**src/bscan_cfg.svh**
```systemverilog
`ifndef BSCAN_CFG_SVH
`define BSCAN_CFG_SVH

`define IR_LEN           10
`define IR_CAPTURE       10'h155
`define CODE_SAMPLE      10'h005
`define CODE_EXTEST      10'h00F
`define CODE_BYPASS      10'h3FF
`define CODE_USERCODE    10'h007
`define CODE_IDCODE      10'h006
`define CODE_HIGHZ       10'h00B
`define CODE_CLAMP       10'h00A
`define CODE_RECONFIG    10'h001
`define CODE_IO_SETUP    10'h00D
`define CODE_CLK_USER    10'h1EE
`define CODE_CLK_OSC     10'h2EE
`define CODE_IDLE        10'h2D0
`define CODE_ENGAGE      10'h2B0
`define CODE_BOOT        10'h270
`define CODE_UNLOCK      10'h281
`define CODE_KEY_LOAD    10'h1AD
`define CODE_KEY_CLR     10'h029

`define DR32_LEN         32
`define BOOT_LEN         22
`define KEY_LEN          512
`define PIN_COUNT        8
`define CELLS_PER_PIN    3
`define CELL_IN          0
`define CELL_OUT         1
`define CELL_OE          2
`define BSR_LEN          24
`define CLR_CNT_W        4
`define KEY_CLR_TCK      4'hA
`define TAP_W            7
`define SYNC_W           18

// identity fields: arbitrary neutral values
`define ID_VERSION       4'h0
`define ID_PART          16'h1234
`define ID_MAKER         11'h2A5
`define ID_LSB           1'h1

`endif

```
**src/bscan_pkg.sv**
```systemverilog
package bscan_pkg;

`include "bscan_cfg.svh"

    typedef enum logic [4:0] {
        INS_IDCODE              = 5'h00,
        INS_BYPASS              = 5'h01,
        INS_SAMPLE              = 5'h02,
        INS_EXTEST              = 5'h03,
        INS_USERCODE            = 5'h04,
        INS_HIGHZ               = 5'h05,
        INS_CLAMP               = 5'h06,
        INS_RECONFIG_PULSE      = 5'h07,
        INS_IO_SETUP            = 5'h08,
        INS_SELECT_USER_CLK     = 5'h09,
        INS_SELECT_INTERNAL_OSC = 5'h0A,
        INS_IDLE_BOOT_CTRL      = 5'h0B,
        INS_ENGAGE_BOOT_CTRL    = 5'h0C,
        INS_LOAD_BOOT_POINTER   = 5'h0D,
        INS_UNLOCK              = 5'h0E,
        INS_LOAD_VOLATILE_KEY   = 5'h0F,
        INS_CLEAR_KEY_VALID     = 5'h10
    } instr_e;

    typedef struct packed {
        logic reset;
        logic capture_ir;
        logic shift_ir;
        logic update_ir;
        logic capture_dr;
        logic shift_dr;
        logic update_dr;
    } tap_ctl_s;

    typedef struct packed {
        logic                    tck_prev;
        logic [`IR_LEN-1:0]      ir_sr;
        instr_e                  ins;
        logic                    unlocked;
        logic                    bypass;
        logic [`DR32_LEN-1:0]    dr32;
        logic [`BSR_LEN-1:0]     bsr_sr;
        logic [`BSR_LEN-1:0]     bsr_up;
        logic [`KEY_LEN-1:0]     key;
        logic                    key_valid;
        logic [`CLR_CNT_W-1:0]   clr_cnt;
        logic                    user_clk_sel;
        logic                    ctrl_idle;
        logic                    reconfig_pulse;
        logic                    config_abort;
        logic                    erase_config;
        logic                    boot_load;
        logic [`BOOT_LEN-1:0]    boot_addr;
        logic                    io_open;
        logic                    io_shift;
        logic                    io_data;
        logic                    tdo;
        logic                    tdo_oe;
        logic [`PIN_COUNT-1:0]   pad_out;
        logic [`PIN_COUNT-1:0]   pad_oe;
        logic [`PIN_COUNT-1:0]   pad_keep;
    } state_s;

endpackage

```
**src/sync2.sv**
```systemverilog
`timescale 1ns/10ps

module sync2 #(
    parameter int W = 1
) (
    input  wire logic         ref_clk,
    input  wire logic         rst_n,
    input  wire logic [W-1:0] d,
    output logic      [W-1:0] q
);

    logic [1:0][W-1:0] st;
    logic [1:0][W-1:0] next_st;

    // stage 0 is only read by stage 1
    always_comb begin
        next_st[0] = d;
        next_st[1] = st[0];
    end

    always_ff @(posedge ref_clk or negedge rst_n) begin
        if (!rst_n) begin
            st <= '0;
        end else begin
            st <= next_st;
        end
    end

    assign q = st[1];

endmodule

```
**src/instr_decode.sv**
```systemverilog
`timescale 1ns/10ps
`include "bscan_cfg.svh"

module instr_decode (
    input  wire logic [`IR_LEN-1:0] code,
    input  wire logic               unlocked,
    input  wire logic               secure_variant,
    output bscan_pkg::instr_e       ins
);

    bscan_pkg::instr_e raw;

    always_comb begin
        case (code)
            `CODE_SAMPLE:   raw = bscan_pkg::INS_SAMPLE;
            `CODE_EXTEST:   raw = bscan_pkg::INS_EXTEST;
            `CODE_USERCODE: raw = bscan_pkg::INS_USERCODE;
            `CODE_IDCODE:   raw = bscan_pkg::INS_IDCODE;
            `CODE_HIGHZ:    raw = bscan_pkg::INS_HIGHZ;
            `CODE_CLAMP:    raw = bscan_pkg::INS_CLAMP;
            `CODE_RECONFIG: raw = bscan_pkg::INS_RECONFIG_PULSE;
            `CODE_IO_SETUP: raw = bscan_pkg::INS_IO_SETUP;
            `CODE_CLK_USER: raw = bscan_pkg::INS_SELECT_USER_CLK;
            `CODE_CLK_OSC:  raw = bscan_pkg::INS_SELECT_INTERNAL_OSC;
            `CODE_IDLE:     raw = bscan_pkg::INS_IDLE_BOOT_CTRL;
            `CODE_ENGAGE:   raw = bscan_pkg::INS_ENGAGE_BOOT_CTRL;
            `CODE_BOOT:     raw = secure_variant ? bscan_pkg::INS_BYPASS
                                                 : bscan_pkg::INS_LOAD_BOOT_POINTER;
            `CODE_UNLOCK:   raw = secure_variant ? bscan_pkg::INS_UNLOCK
                                                 : bscan_pkg::INS_BYPASS;
            `CODE_KEY_LOAD: raw = secure_variant ? bscan_pkg::INS_LOAD_VOLATILE_KEY
                                                 : bscan_pkg::INS_BYPASS;
            `CODE_KEY_CLR:  raw = secure_variant ? bscan_pkg::INS_CLEAR_KEY_VALID
                                                 : bscan_pkg::INS_BYPASS;
            default:        raw = bscan_pkg::INS_BYPASS;
        endcase
        ins = raw;
        // before unlock only the mandatory set and unlock itself pass
        if (secure_variant && !unlocked) begin
            case (raw)
                bscan_pkg::INS_BYPASS,
                bscan_pkg::INS_SAMPLE,
                bscan_pkg::INS_EXTEST,
                bscan_pkg::INS_UNLOCK: ins = raw;
                default:               ins = bscan_pkg::INS_BYPASS;
            endcase
        end
    end

endmodule

```
**src/bscan_decoder.sv**
```systemverilog
`timescale 1ns/10ps
`include "bscan_cfg.svh"

// Behaviour
// - sample code captures pin snapshot into boundary register, allows preload
// - external test drives pins from boundary register, captures inputs
// - bypass code puts one-bit bypass stage between serial in and out
// - usercode code shifts out the 32-bit user code
// - identification selected by its code and default after reset
// - high-impedance code selects bypass and floats every user pin
// - clamp code selects bypass, pins held from boundary register
// - enabled keeper or pull-up overrides float in highz, clamp, extest
// - reconfiguration pulse code starts reconfiguration, physical pin untouched
// - io setup code opens io setup chain; tester waits for status
// - io setup code interrupts any configuration in progress
// - clock select codes pick user clock pin or internal oscillator
// - idle code idles boot controllers, engage code re-engages them
// - boot pointer code loads 22-bit address; absent on secure variant
// - unlock code opens remaining codes, erases configuration and key
// - key load code shifts into 512-bit key chain, no output
// - key-valid clear needs code active ten scan clocks
// - bypass, identification and sample leave configuration undisturbed
// - secure variant accepts only mandatory codes and unlock before unlock
// - secure variant rejects loaded identification before unlock, keeps it as reset default
// - identification word: version, part, maker, lsb one, lsb first

module bscan_decoder #(
    parameter bit secure_variant = 1'b0
) (
    input  wire logic                   ref_clk,
    input  wire logic                   rst_n,
    input  wire logic                   tck,
    input  wire logic                   tdi,
    input  wire bscan_pkg::tap_ctl_s    tap,
    input  wire logic [`PIN_COUNT-1:0]  pad_in,
    input  wire logic                   config_status_pin,
    input  wire logic [`PIN_COUNT-1:0]  core_out,
    input  wire logic [`PIN_COUNT-1:0]  core_oe,
    input  wire logic [`PIN_COUNT-1:0]  keeper_en,
    input  wire logic [`DR32_LEN-1:0]   user_code,
    input  wire logic                   io_chain_tdo,
    output logic                        tdo,
    output logic                        tdo_oe,
    output logic [`PIN_COUNT-1:0]       pad_out,
    output logic [`PIN_COUNT-1:0]       pad_oe,
    output logic [`PIN_COUNT-1:0]       pad_keep,
    output logic                        reconfig_pulse,
    output logic                        config_abort,
    output logic                        io_setup_shift_chain,
    output logic                        io_chain_shift,
    output logic                        io_chain_data,
    output logic                        user_clk_sel,
    output logic                        boot_ctrl_idle,
    output logic [`BOOT_LEN-1:0]        boot_addr,
    output logic                        boot_addr_load,
    output logic                        erase_config,
    output logic                        key_valid,
    output logic [`KEY_LEN-1:0]         volatile_key
);

    bscan_pkg::state_s    st;
    bscan_pkg::state_s    next_st;
    bscan_pkg::tap_ctl_s  tap_s;
    bscan_pkg::instr_e    dec;
    logic                 tck_s;
    logic                 tdi_s;
    logic                 status_s;
    logic [`PIN_COUNT-1:0] pad_in_s;
    logic                 rise;
    logic                 fall;
    logic [`BSR_LEN-1:0]  cap_cells;
    logic [`PIN_COUNT-1:0] up_out;
    logic [`PIN_COUNT-1:0] up_oe;
    logic                 pin_test;

    // every pin-side input passes two flops before use
    sync2 #(.W(`SYNC_W)) u_sync (
        .ref_clk (ref_clk),
        .rst_n   (rst_n),
        .d       ({tck, tdi, tap, config_status_pin, pad_in}),
        .q       ({tck_s, tdi_s, tap_s, status_s, pad_in_s})
    );

    instr_decode u_dec (
        .code           (st.ir_sr),
        .unlocked       (st.unlocked),
        .secure_variant (secure_variant),
        .ins            (dec)
    );

    assign rise = tck_s & ~st.tck_prev;
    assign fall = ~tck_s & st.tck_prev;

    always_comb begin
        cap_cells = '0;
        up_out    = '0;
        up_oe     = '0;
        for (int i = 0; i < `PIN_COUNT; i++) begin
            cap_cells[i*`CELLS_PER_PIN+`CELL_IN]  = pad_in_s[i];
            cap_cells[i*`CELLS_PER_PIN+`CELL_OUT] = core_out[i];
            cap_cells[i*`CELLS_PER_PIN+`CELL_OE]  = core_oe[i];
            up_out[i] = st.bsr_up[i*`CELLS_PER_PIN+`CELL_OUT];
            up_oe[i]  = st.bsr_up[i*`CELLS_PER_PIN+`CELL_OE];
        end
    end

    assign pin_test = (st.ins == bscan_pkg::INS_EXTEST) || (st.ins == bscan_pkg::INS_CLAMP) ||
                      (st.ins == bscan_pkg::INS_HIGHZ);

    always_comb begin
        next_st                = st;
        next_st.tck_prev       = tck_s;
        next_st.reconfig_pulse = 1'b0;
        next_st.config_abort   = 1'b0;
        next_st.erase_config   = 1'b0;
        next_st.boot_load      = 1'b0;
        next_st.io_shift       = 1'b0;
        next_st.io_open        = (st.ins == bscan_pkg::INS_IO_SETUP);

        if (rise) begin
            if (tap_s.capture_ir) begin
                next_st.ir_sr = `IR_CAPTURE;
            end else if (tap_s.shift_ir) begin
                next_st.ir_sr = {tdi_s, st.ir_sr[`IR_LEN-1:1]};
            end
            if (tap_s.capture_dr) begin
                case (st.ins)
                    bscan_pkg::INS_SAMPLE,
                    bscan_pkg::INS_EXTEST: next_st.bsr_sr = cap_cells;
                    bscan_pkg::INS_IDCODE:
                        next_st.dr32 = {`ID_VERSION, `ID_PART, `ID_MAKER, `ID_LSB};
                    bscan_pkg::INS_USERCODE: next_st.dr32 = user_code;
                    bscan_pkg::INS_LOAD_BOOT_POINTER: begin
                        next_st.dr32                = '0;
                        next_st.dr32[`BOOT_LEN-1:0] = st.boot_addr;
                    end
                    bscan_pkg::INS_LOAD_VOLATILE_KEY,
                    bscan_pkg::INS_IO_SETUP: next_st.bypass = st.bypass;
                    default: next_st.bypass = 1'b0;
                endcase
            end else if (tap_s.shift_dr) begin
                case (st.ins)
                    bscan_pkg::INS_SAMPLE,
                    bscan_pkg::INS_EXTEST:
                        next_st.bsr_sr = {tdi_s, st.bsr_sr[`BSR_LEN-1:1]};
                    bscan_pkg::INS_IDCODE,
                    bscan_pkg::INS_USERCODE:
                        next_st.dr32 = {tdi_s, st.dr32[`DR32_LEN-1:1]};
                    bscan_pkg::INS_LOAD_BOOT_POINTER:
                        next_st.dr32[`BOOT_LEN-1:0] = {tdi_s, st.dr32[`BOOT_LEN-1:1]};
                    bscan_pkg::INS_LOAD_VOLATILE_KEY:
                        next_st.key = {tdi_s, st.key[`KEY_LEN-1:1]};
                    bscan_pkg::INS_IO_SETUP: begin
                        next_st.io_shift = 1'b1;
                        next_st.io_data  = tdi_s;
                    end
                    default: next_st.bypass = tdi_s;
                endcase
            end
            // key-valid falls only on the tenth scan clock with the code held
            if (st.ins == bscan_pkg::INS_CLEAR_KEY_VALID && st.clr_cnt != `KEY_CLR_TCK) begin
                next_st.clr_cnt = st.clr_cnt + `CLR_CNT_W'(1);
                if (next_st.clr_cnt == `KEY_CLR_TCK) begin
                    next_st.key_valid = 1'b0;
                end
            end
        end

        if (fall) begin
            next_st.tdo_oe = tap_s.shift_ir | tap_s.shift_dr;
            if (tap_s.shift_ir) begin
                next_st.tdo = st.ir_sr[0];
            end else begin
                case (st.ins)
                    bscan_pkg::INS_SAMPLE,
                    bscan_pkg::INS_EXTEST:            next_st.tdo = st.bsr_sr[0];
                    bscan_pkg::INS_IDCODE,
                    bscan_pkg::INS_USERCODE,
                    bscan_pkg::INS_LOAD_BOOT_POINTER: next_st.tdo = st.dr32[0];
                    // key chain end is deliberately not wired out
                    bscan_pkg::INS_LOAD_VOLATILE_KEY: next_st.tdo = 1'b0;
                    bscan_pkg::INS_IO_SETUP:          next_st.tdo = io_chain_tdo;
                    default:                          next_st.tdo = st.bypass;
                endcase
            end
            if (tap_s.update_ir) begin
                next_st.ins     = dec;
                next_st.clr_cnt = '0;
                case (dec)
                    bscan_pkg::INS_RECONFIG_PULSE: next_st.reconfig_pulse = 1'b1;
                    bscan_pkg::INS_IO_SETUP:       next_st.config_abort = 1'b1;
                    bscan_pkg::INS_SELECT_USER_CLK:     next_st.user_clk_sel = 1'b1;
                    bscan_pkg::INS_SELECT_INTERNAL_OSC: next_st.user_clk_sel = 1'b0;
                    bscan_pkg::INS_IDLE_BOOT_CTRL:      next_st.ctrl_idle = 1'b1;
                    bscan_pkg::INS_ENGAGE_BOOT_CTRL:    next_st.ctrl_idle = 1'b0;
                    bscan_pkg::INS_UNLOCK: begin
                        next_st.unlocked     = 1'b1;
                        next_st.erase_config = 1'b1;
                        next_st.key          = '0;
                        next_st.key_valid    = 1'b0;
                    end
                    default: next_st.clr_cnt = '0;
                endcase
            end else if (tap_s.update_dr) begin
                case (st.ins)
                    bscan_pkg::INS_SAMPLE,
                    bscan_pkg::INS_EXTEST: next_st.bsr_up = st.bsr_sr;
                    bscan_pkg::INS_LOAD_BOOT_POINTER: begin
                        next_st.boot_addr = st.dr32[`BOOT_LEN-1:0];
                        next_st.boot_load = 1'b1;
                    end
                    bscan_pkg::INS_LOAD_VOLATILE_KEY: next_st.key_valid = 1'b1;
                    default: next_st.boot_load = 1'b0;
                endcase
            end
        end

        // identification comes back on reset even while locked
        if (tap_s.reset) begin
            next_st.ins     = bscan_pkg::INS_IDCODE;
            next_st.clr_cnt = '0;
        end

        for (int i = 0; i < `PIN_COUNT; i++) begin
            case (st.ins)
                bscan_pkg::INS_EXTEST,
                bscan_pkg::INS_CLAMP: begin
                    next_st.pad_out[i] = up_out[i];
                    next_st.pad_oe[i]  = up_oe[i];
                end
                bscan_pkg::INS_HIGHZ: begin
                    next_st.pad_out[i] = 1'b0;
                    next_st.pad_oe[i]  = 1'b0;
                end
                default: begin
                    next_st.pad_out[i] = core_out[i];
                    next_st.pad_oe[i]  = core_oe[i];
                end
            endcase
            next_st.pad_keep[i] = pin_test & ~next_st.pad_oe[i] & keeper_en[i];
        end
    end

    always_ff @(posedge ref_clk or negedge rst_n) begin
        if (!rst_n) begin
            st <= '0;
        end else begin
            st <= next_st;
        end
    end

    assign tdo                  = st.tdo;
    assign tdo_oe               = st.tdo_oe;
    assign pad_out              = st.pad_out;
    assign pad_oe               = st.pad_oe;
    assign pad_keep             = st.pad_keep;
    assign reconfig_pulse       = st.reconfig_pulse;
    assign config_abort         = st.config_abort;
    assign io_setup_shift_chain = st.io_open;
    assign io_chain_shift       = st.io_shift;
    assign io_chain_data        = st.io_data;
    assign user_clk_sel         = st.user_clk_sel;
    assign boot_ctrl_idle       = st.ctrl_idle;
    assign boot_addr            = st.boot_addr;
    assign boot_addr_load       = st.boot_load;
    assign erase_config         = st.erase_config;
    assign key_valid            = st.key_valid;
    assign volatile_key         = st.key;
endmodule

```
**config.mk**
```make
export PLATFORM = sky130hd
export DESIGN_NAME = bscan_decoder
export DESIGN_NICKNAME = d
export VERILOG_FILES = /design/src/bscan_pkg.sv /design/src/sync2.sv /design/src/instr_decode.sv /design/src/bscan_decoder.sv
export VERILOG_INCLUDE_DIRS = /design/src /design/src/src
export SDC_FILE = /design/constraint.sdc
export NUM_CORES = 1
export LEC_CHECK = 0
export BUFFER_PORTS_ARGS = -buffer_cell sky130_fd_sc_hd__buf_2
export CAP_MARGIN = 20
export CORE_AREA = 2 2 251 253
export DETAILED_ROUTE_END_ITERATION = 16
export DIE_AREA = 0 0 253 255
export MAX_ROUTING_LAYER = met4
export PLACE_DENSITY = 0.77
export SLEW_MARGIN = 10
export SYNTH_ARGS = -nofsm -noshare
export SYNTH_HDL_FRONTEND = slang
export SYNTH_HIERARCHICAL = 1
export SYNTH_SLANG_ARGS = --single-unit
```
**constraint.sdc**
```tcl
create_clock -name ref_clk -period 8.7 [get_ports ref_clk]
set_input_delay 1.305 -clock ref_clk [delete_from_list [all_inputs] [get_ports ref_clk]]
set_output_delay 1.305 -clock ref_clk [all_outputs]
set_load 0.01 [all_outputs]
```
# After elaboration in Yosys (flattened, before gate mapping)
# Index checks and enable logic that the tools add are counted.
[word_totals]
input_bits = 77
wordCells = 187
output_inout_bits = 570
reg_bits = 708
[classes]
n_eq_ne = 36
n_reduce_logical = 29
n_addsub = 1
bitwise = 31
mux = 61
[op_table]
columns = ["operator", "count"]
rows = [
  ["$mux 512", 4],
  ["$mux 545", 1],
  ["$mux 517", 1],
  ["$mux 513", 1],
  ["$mux 57", 2],
  ["$pmux 32 s3", 1],
  ["$pmux 4 s13", 1],
  ["$mux 24", 2],
  ["$mux 23", 2],
  ["$pmux 22 s2", 1],
  ["$eq 10x10->1 const B", 4],
  ["$eq 10x4->1 const B", 4],
  ["$eq 5x4->1 const B", 8],
  ["$pmux 1 s2", 18],
  ["$eq 10x3->1 const B", 3],
  ["$mux 10", 3],
  ["$reduce_and 4->1", 7],
  ["$mux 22", 1],
  ["$eq 5x3->1 const B", 4],
  ["$and 1x1->1", 18],
  ["$reduce_bool 2->1", 7],
  ["$mux 1", 12],
  ["$mux 6", 2],
  ["$not 1->1", 12],
  ["23 further kinds", 39],
]

# Longest topological paths before layout
# Gate-level depths: netlist (run 1).
[logic_depth]
word_depth = 10
depth_mapped = 14
depth_no_buf = 10

# Hierarchy
# Netlist (run 1), hierarchy kept.
[modules_own_cells]
columns = ["mod", "area_each_um2", "n_inst", "seq_area_each_um2", "cells_per_inst"]
rows = [
  ["bscan_decoder", 30978.5, 1, 16615.9, 3417],
  ["sync2", 900.9, 1, 900.9, 36],
  ["instr_decode", 675.6, 1, 0.0, 94],
]

# Worst setup path before layout (run 1)
# OpenSTA, ideal clock, no wires.
[synth_path]
path_type = "reg2reg"
from = "register st[665] (netlist name)"
to = "register st (netlist bit volatile_key[100])"
path_stages_with_launch = 13
required_time_ns = 8.564
setup_ns = 0.136
arrival_ns = 3.075
setup_slack_ns = 5.488
n_path_buf = 3
period_less_slack_ns = 3.212
cell_sequence = "dfrtp_1 nor4bb_1 nand3_1 o32ai_1 nor3b_1 a211oi_1 nand2_1 or3_1 nor3b_1 buf_2 clkbuf_1 clkbuf_1 a21oi_1"
[synth_lines]
columns = ["item", "line_no", "source"]
rows = [
  ["start, declared", "bscan_decoder.sv:61", "bscan_pkg::state_s st;"],
  ["start signal, assigned", "bscan_decoder.sv:248", "st <= next_st;"],
]

==> impl_metrics.toml, run 1 <==
[timing]
finalMaxSlewViolations = 0
grt_setup_unrepaired = "no"
fin_ws_ps = 4020
final.setup.tns_ps = 0
min_period_ps = 4680
fin_worst_skew_ps = 21.7
max_freq_ghz = 0.214
slew_headroom = 0.204
hold_violations = 0
worst_slew_pin_slew_ps = 1190
finalSetupViolations = 0
finalCritPeriodShare = 0.538

[finish]
mostFrequentLayoutCells = "nand2_1 (1102), dfrtp_1 (697), buf_2 (645)"
seq_area_um2 = 17500
fillCellCount = 5427
synthToLayoutAreaGrowth_pct = 5.94
drive_gt1_frac = 0.239
multi_input_area_um2 = 9880
final_cells = 4382
final_common_cell = "nand2_1"
final_nets = 3602

[clock_tree]
numCtsBuffers = 74
cts_root_buffer = "clkbuf_16"
cts_tree = "built"
clock_latency_ps = 610
cts_resized = 0
clock-sinks = 698
clock_path_buffers = 3
ctsHtreeMaxLevel = 3
cts_setup_buffers = 0
clk_pin_slew_ps = 60
cts_hold_buf = 0

[worst_setup_path]
worst_path_largest_cell_delay_ps = 840
critPathKind = "flop to flop"
crit_family = "buffers and inverters"
cp_max_fo = 92
worstSetupEndpointType = "flop"
start_kind = "flop"
worstPathArrival_ps = 5180
crit_top_cell = "buf_4"
path_cells = "nand3_1 -> or4_4 -> buf_4 -> buf_4 -> buf_4 -> nand2_1 -> a21oi_1"
critPathSlowestCell = "buf_4"
worstPathRequired_ps = 9200
critPathBufInv = 3

[grt]
grt_start_max_net_pins = 215
grt_pass1_wl_um = 118000
grt_use_total = 0.235
grt_pass1_vias = 21400
grt_overflow = 0
antenna_found_initial = 4

[synth]
ys.warnings.count = 6
syn-mean-instance-area_um2 = 9.17
synth_area_um2 = 32500
synthCells = 3545

[placed_design]
hpwl_um = 50400
io_buffers = 645
place_ws_ps = 4170
globalplace.congestion = 0.890
dpl.cell_count = 4244

[power_and_ir_drop]
p_leak_uw = 0.0159
p_total_uw = 6960
p_per_area_nw_per_um2 = 202
peakVddDrop_v = 0.000206

[routing]
drt-total-wl_um = 77400
drc = 0
dr.pass1.iters = 5
wire_per_inst_um = 17.7
antenna_left = 0
vias = 23300
viasPerCell = 5.32
drtIter0Drc = 2299

[floorplan]
die_area_um2 = 64500
start_util = 0.523
dieHeight_um = 255
die_w_um = 253
ios = 647
core_area_um2 = 62200
num_rows = 92

[status]
status = "completed"

[min_path]
hold_class = "flop to flop"

[job]
maxCapViolations = 0
where the power goes:
group	total, uW	switching, uW	internal [uW]
sequential	3440	92.8	3340
clock	3200	1310	1890
combinational	326	200	126
total	6960	1600	5360
cell type report:
cell class,count,share of cell area
sequential,698,0.507
multi-input combinational,2050,0.287
timing repair buffer,674,0.102
clock buffer,110,0.0621
tap,799,0.0290
clock inverter,23,0.00926
inverter,24,0.00262
antenna,4,0.000291
worst paths after layout:
kind	cells after the start	slack [ps]	startpoint	end
worst max-delay path	7	4020	st[659]	volatile_key[391]
worst min-delay path	0	350	u_sync/next_st[27]	u_sync/q[9]
worst max register to register	7	4020	st[659]	volatile_key[391]
worst min register to register	0	350	u_sync/next_st[27]	u_sync/q[9]
max in group asynchronous	3	5940	rst_n	volatile_key[267]
min in group asynchronous	1	760	rst_n	boot_addr[11]
per-layer routing:
layer,vias to the layer above,GRT usage,part of all wire
li1,10900,-,-
met1,11500,0.305,0.41
met2,752,0.359,0.48
met3,145,0.0561,0.071
met4,0,0.0947,0.036
met5,-,-,0
through the flow:
| stage | hold slack [ps] | area (um2) | util |
|---|---|---|---|
| after global routing | 355 | 34400 | 0.554 |
| after floorplan | 331 | 32500 | - |
| after CTS | 348 | 34400 | 0.554 |
| after global placement | 332 | 32000 | 0.514 |
| after detailed placement | 335 | 32000 | 0.514 |
| final | 346 | 34400 | 0.554 |
sequential cells by signal (all words and copies together) (netlist names):
signal,cells
volatile_key,512
st,94
boot_addr,22
u_sync/next_st,17
u_sync/q,17
pad_keep,8
pad_oe,8
pad_out,8
boot_addr_load,1
boot_ctrl_idle,1
config_abort,1
erase_config,1
io_chain_data,1
io_chain_shift,1
io_setup_shift_chain,1
key_valid,1
reconfig_pulse,1
tdo,1
tdo_oe,1
user_clk_sel,1
worst register-to-register path, stage by stage (launching register included):
cell	delay, ps
dfrtp_1	560
nand3_1	350
or4_4	730
buf_4	720
buf_4	900
buf_4	860
nand2_1	250
a21oi_1	220
(Power assumes the default switching activity.)
==> inputs of run 2 (changes only) <==
--- a/config.mk
+++ b/config.mk
@@ -8,11 +8,11 @@
 export LEC_CHECK = 0
 export BUFFER_PORTS_ARGS = -buffer_cell sky130_fd_sc_hd__buf_2
 export CAP_MARGIN = 20
-export CORE_AREA = 2 2 251 253
+export CORE_AREA = 2 2 252 254
 export DETAILED_ROUTE_END_ITERATION = 16
-export DIE_AREA = 0 0 253 255
+export DIE_AREA = 0 0 254 256
 export MAX_ROUTING_LAYER = met4
-export PLACE_DENSITY = 0.77
+export PLACE_DENSITY = 0.76
 export SLEW_MARGIN = 10
 export SYNTH_ARGS = -nofsm -noshare
 export SYNTH_HDL_FRONTEND = slang
==> constraint.sdc (replaced) <==
create_clock -name ref_clk -period 4.4 [get_ports ref_clk]
set_input_delay 0.66 -clock ref_clk [delete_from_list [all_inputs] [get_ports ref_clk]]
set_output_delay 0.66 -clock ref_clk [all_outputs]
set_load 0.01 [all_outputs]
==> impl_metrics.toml, run 2 (synthesis results as in run 1) <==
[placed_design]
place_area_um2 = 32400
dpl.cell_count = 4317
place_ws_ps = 547
io_buffers = 645
globalplace.congestion = 0.889
hpwl_um = 54200

[floorplan]
die_w_um = 254
dieHeight_um = 256
ios = 647
start_util = 0.521
die_area_um2 = 65000
core_area_um2 = 62400
num_rows = 92

[finish]
largest_reg_flops = 512
final_cells = 4456
drive_gt1_frac = 0.246
multi_input_area_um2 = 9880
final_area_um2 = 34800
fillCellCount = 5409
synthToLayoutAreaGrowth_pct = 7.04
seq_area_um2 = 17500
mostFrequentLayoutCells = "nand2_1 (1102), dfrtp_1 (697), buf_2 (644)"
final_common_cell = "nand2_1"
final_nets = 3628

[grt]
antenna_found_initial = 8
grt_use_total = 0.248
grt_pass1_wl_um = 125000
grt_start_max_net_pins = 242
grt_pass1_vias = 22500
grt_overflow = 0

[clock_tree]
clk_pin_slew_ps = 60
numCtsBuffers = 74
cts_resized = 0
cts_hold_buf = 0
clock_path_buffers = 3
cts_setup_buffers = 0
clock_latency_ps = 610
cts_tree = "built"
cts_root_buffer = "clkbuf_16"
clock-sinks = 698
ctsHtreeMaxLevel = 3

[timing]
finalSetupViolations = 0
fin_worst_skew_ps = 23.2
finalCritPeriodShare = 0.896
hold_violations = 0
slew_headroom = 0.279
worst_slew_pin_slew_ps = 1080
grt_setup_unrepaired = "no"
fin_ws_ps = 459
finalMaxSlewViolations = 0
min_period_ps = 3940
max_freq_ghz = 0.254
final.setup.tns_ps = 0

[routing]
viasPerCell = 5.32
drtIter0Drc = 2278
vias = 23700
drc = 0
dr.pass1.iters = 5
wire_per_inst_um = 17.9
antenna_left = 0
drt-total-wl_um = 79900

[worst_setup_path]
cp_max_fo = 55
worstSetupEndpointType = "flop"
worstPathArrival_ps = 4410
critPathKind = "flop to flop"
r2r_slack_ps = 460
worstPathRequired_ps = 4870
start_kind = "flop"

[min_path]
hold_class = "primary input to async pin"

[power_and_ir_drop]
p_per_area_nw_per_um2 = 387
p_leak_uw = 0.0161
p_total_uw = 13500
peakVddDrop_v = 0.000403

[job]
maxCapViolations = 0

[status]
status = "completed"
run 2: cell types whose count changed in the layout (fill, tap and decap cells not counted), sizes merged:
| cell | delta |
|---|---|
| inv | -2 |
| clkinv | +7 |
| diode | +3 |
| bufinv | -6 |
| buf | +25 |
| clkinvlp | -1 |
| clkbuf | +1 |
run 2: final timing paths:
kind	from	endpoint	depth (start not counted)
worst max-delay path	st[662]	volatile_key[176]	11
worst min-delay path	rst_n	boot_addr[4]	1
worst max register to register	st[662]	volatile_key[176]	11
worst min register to register	u_sync/next_st[34]	u_sync/q[16]	0
max in group asynchronous	rst_n	volatile_key[345]	2
min in group ref_clk	tap[5]	u_sync/next_st[32]	1
run 2: worst max-delay path, stage by stage (launching register included):
cell,delay (ps)
dfrtp_1,620
nor4bb_1,550
nand3_1,170
o32ai_1,290
nor3b_1,130
a211oi_1,410
nand2_1,80
or3_1,380
nor3b_2,370
buf_12,360
buf_4,330
a21oi_1,80
run 2: metal layers:
layer / vias up / track usage / wire [um] / share of wire
met1: 11600 / 0.312 / 32300 / 0.40
met5: - / - / 0 / 0
met4: 0 / 0.112 / 3550 / 0.044
met3: 204 / 0.0614 / 6150 / 0.077
li1: 11000 / - / - / -
met2: 911 / 0.380 / 37900 / 0.47
run 2: area by class of cell:
class | instances | area share
antenna | 7 | 0.000503
clock buffer | 110 | 0.0632
clock inverter | 21 | 0.00439
inverter | 24 | 0.00259
multi-input combinational | 2050 | 0.284
sequential | 698 | 0.502
tap | 846 | 0.0304
timing repair buffer | 700 | 0.113
run 2: metrics by stage:
| stage | utilization | hold WS [ps] |
|---|---|---|
| 3_3_place_gp | 0.520 | 331 |
| 6_report | 0.558 | 109 |
| 4_1_cts | 0.557 | 106 |
| 2_1_floorplan | - | 331 |
| 3_5_place_dp | 0.520 | 335 |
| 5_1_grt | 0.558 | 116 |
run 2: report_power, final:
part	switching, uW	internal (uW)	leakage, uW
Clock	2530	3470	0.00117
Sequential	182	6610	0.00685
Combinational	409	261	0.00808
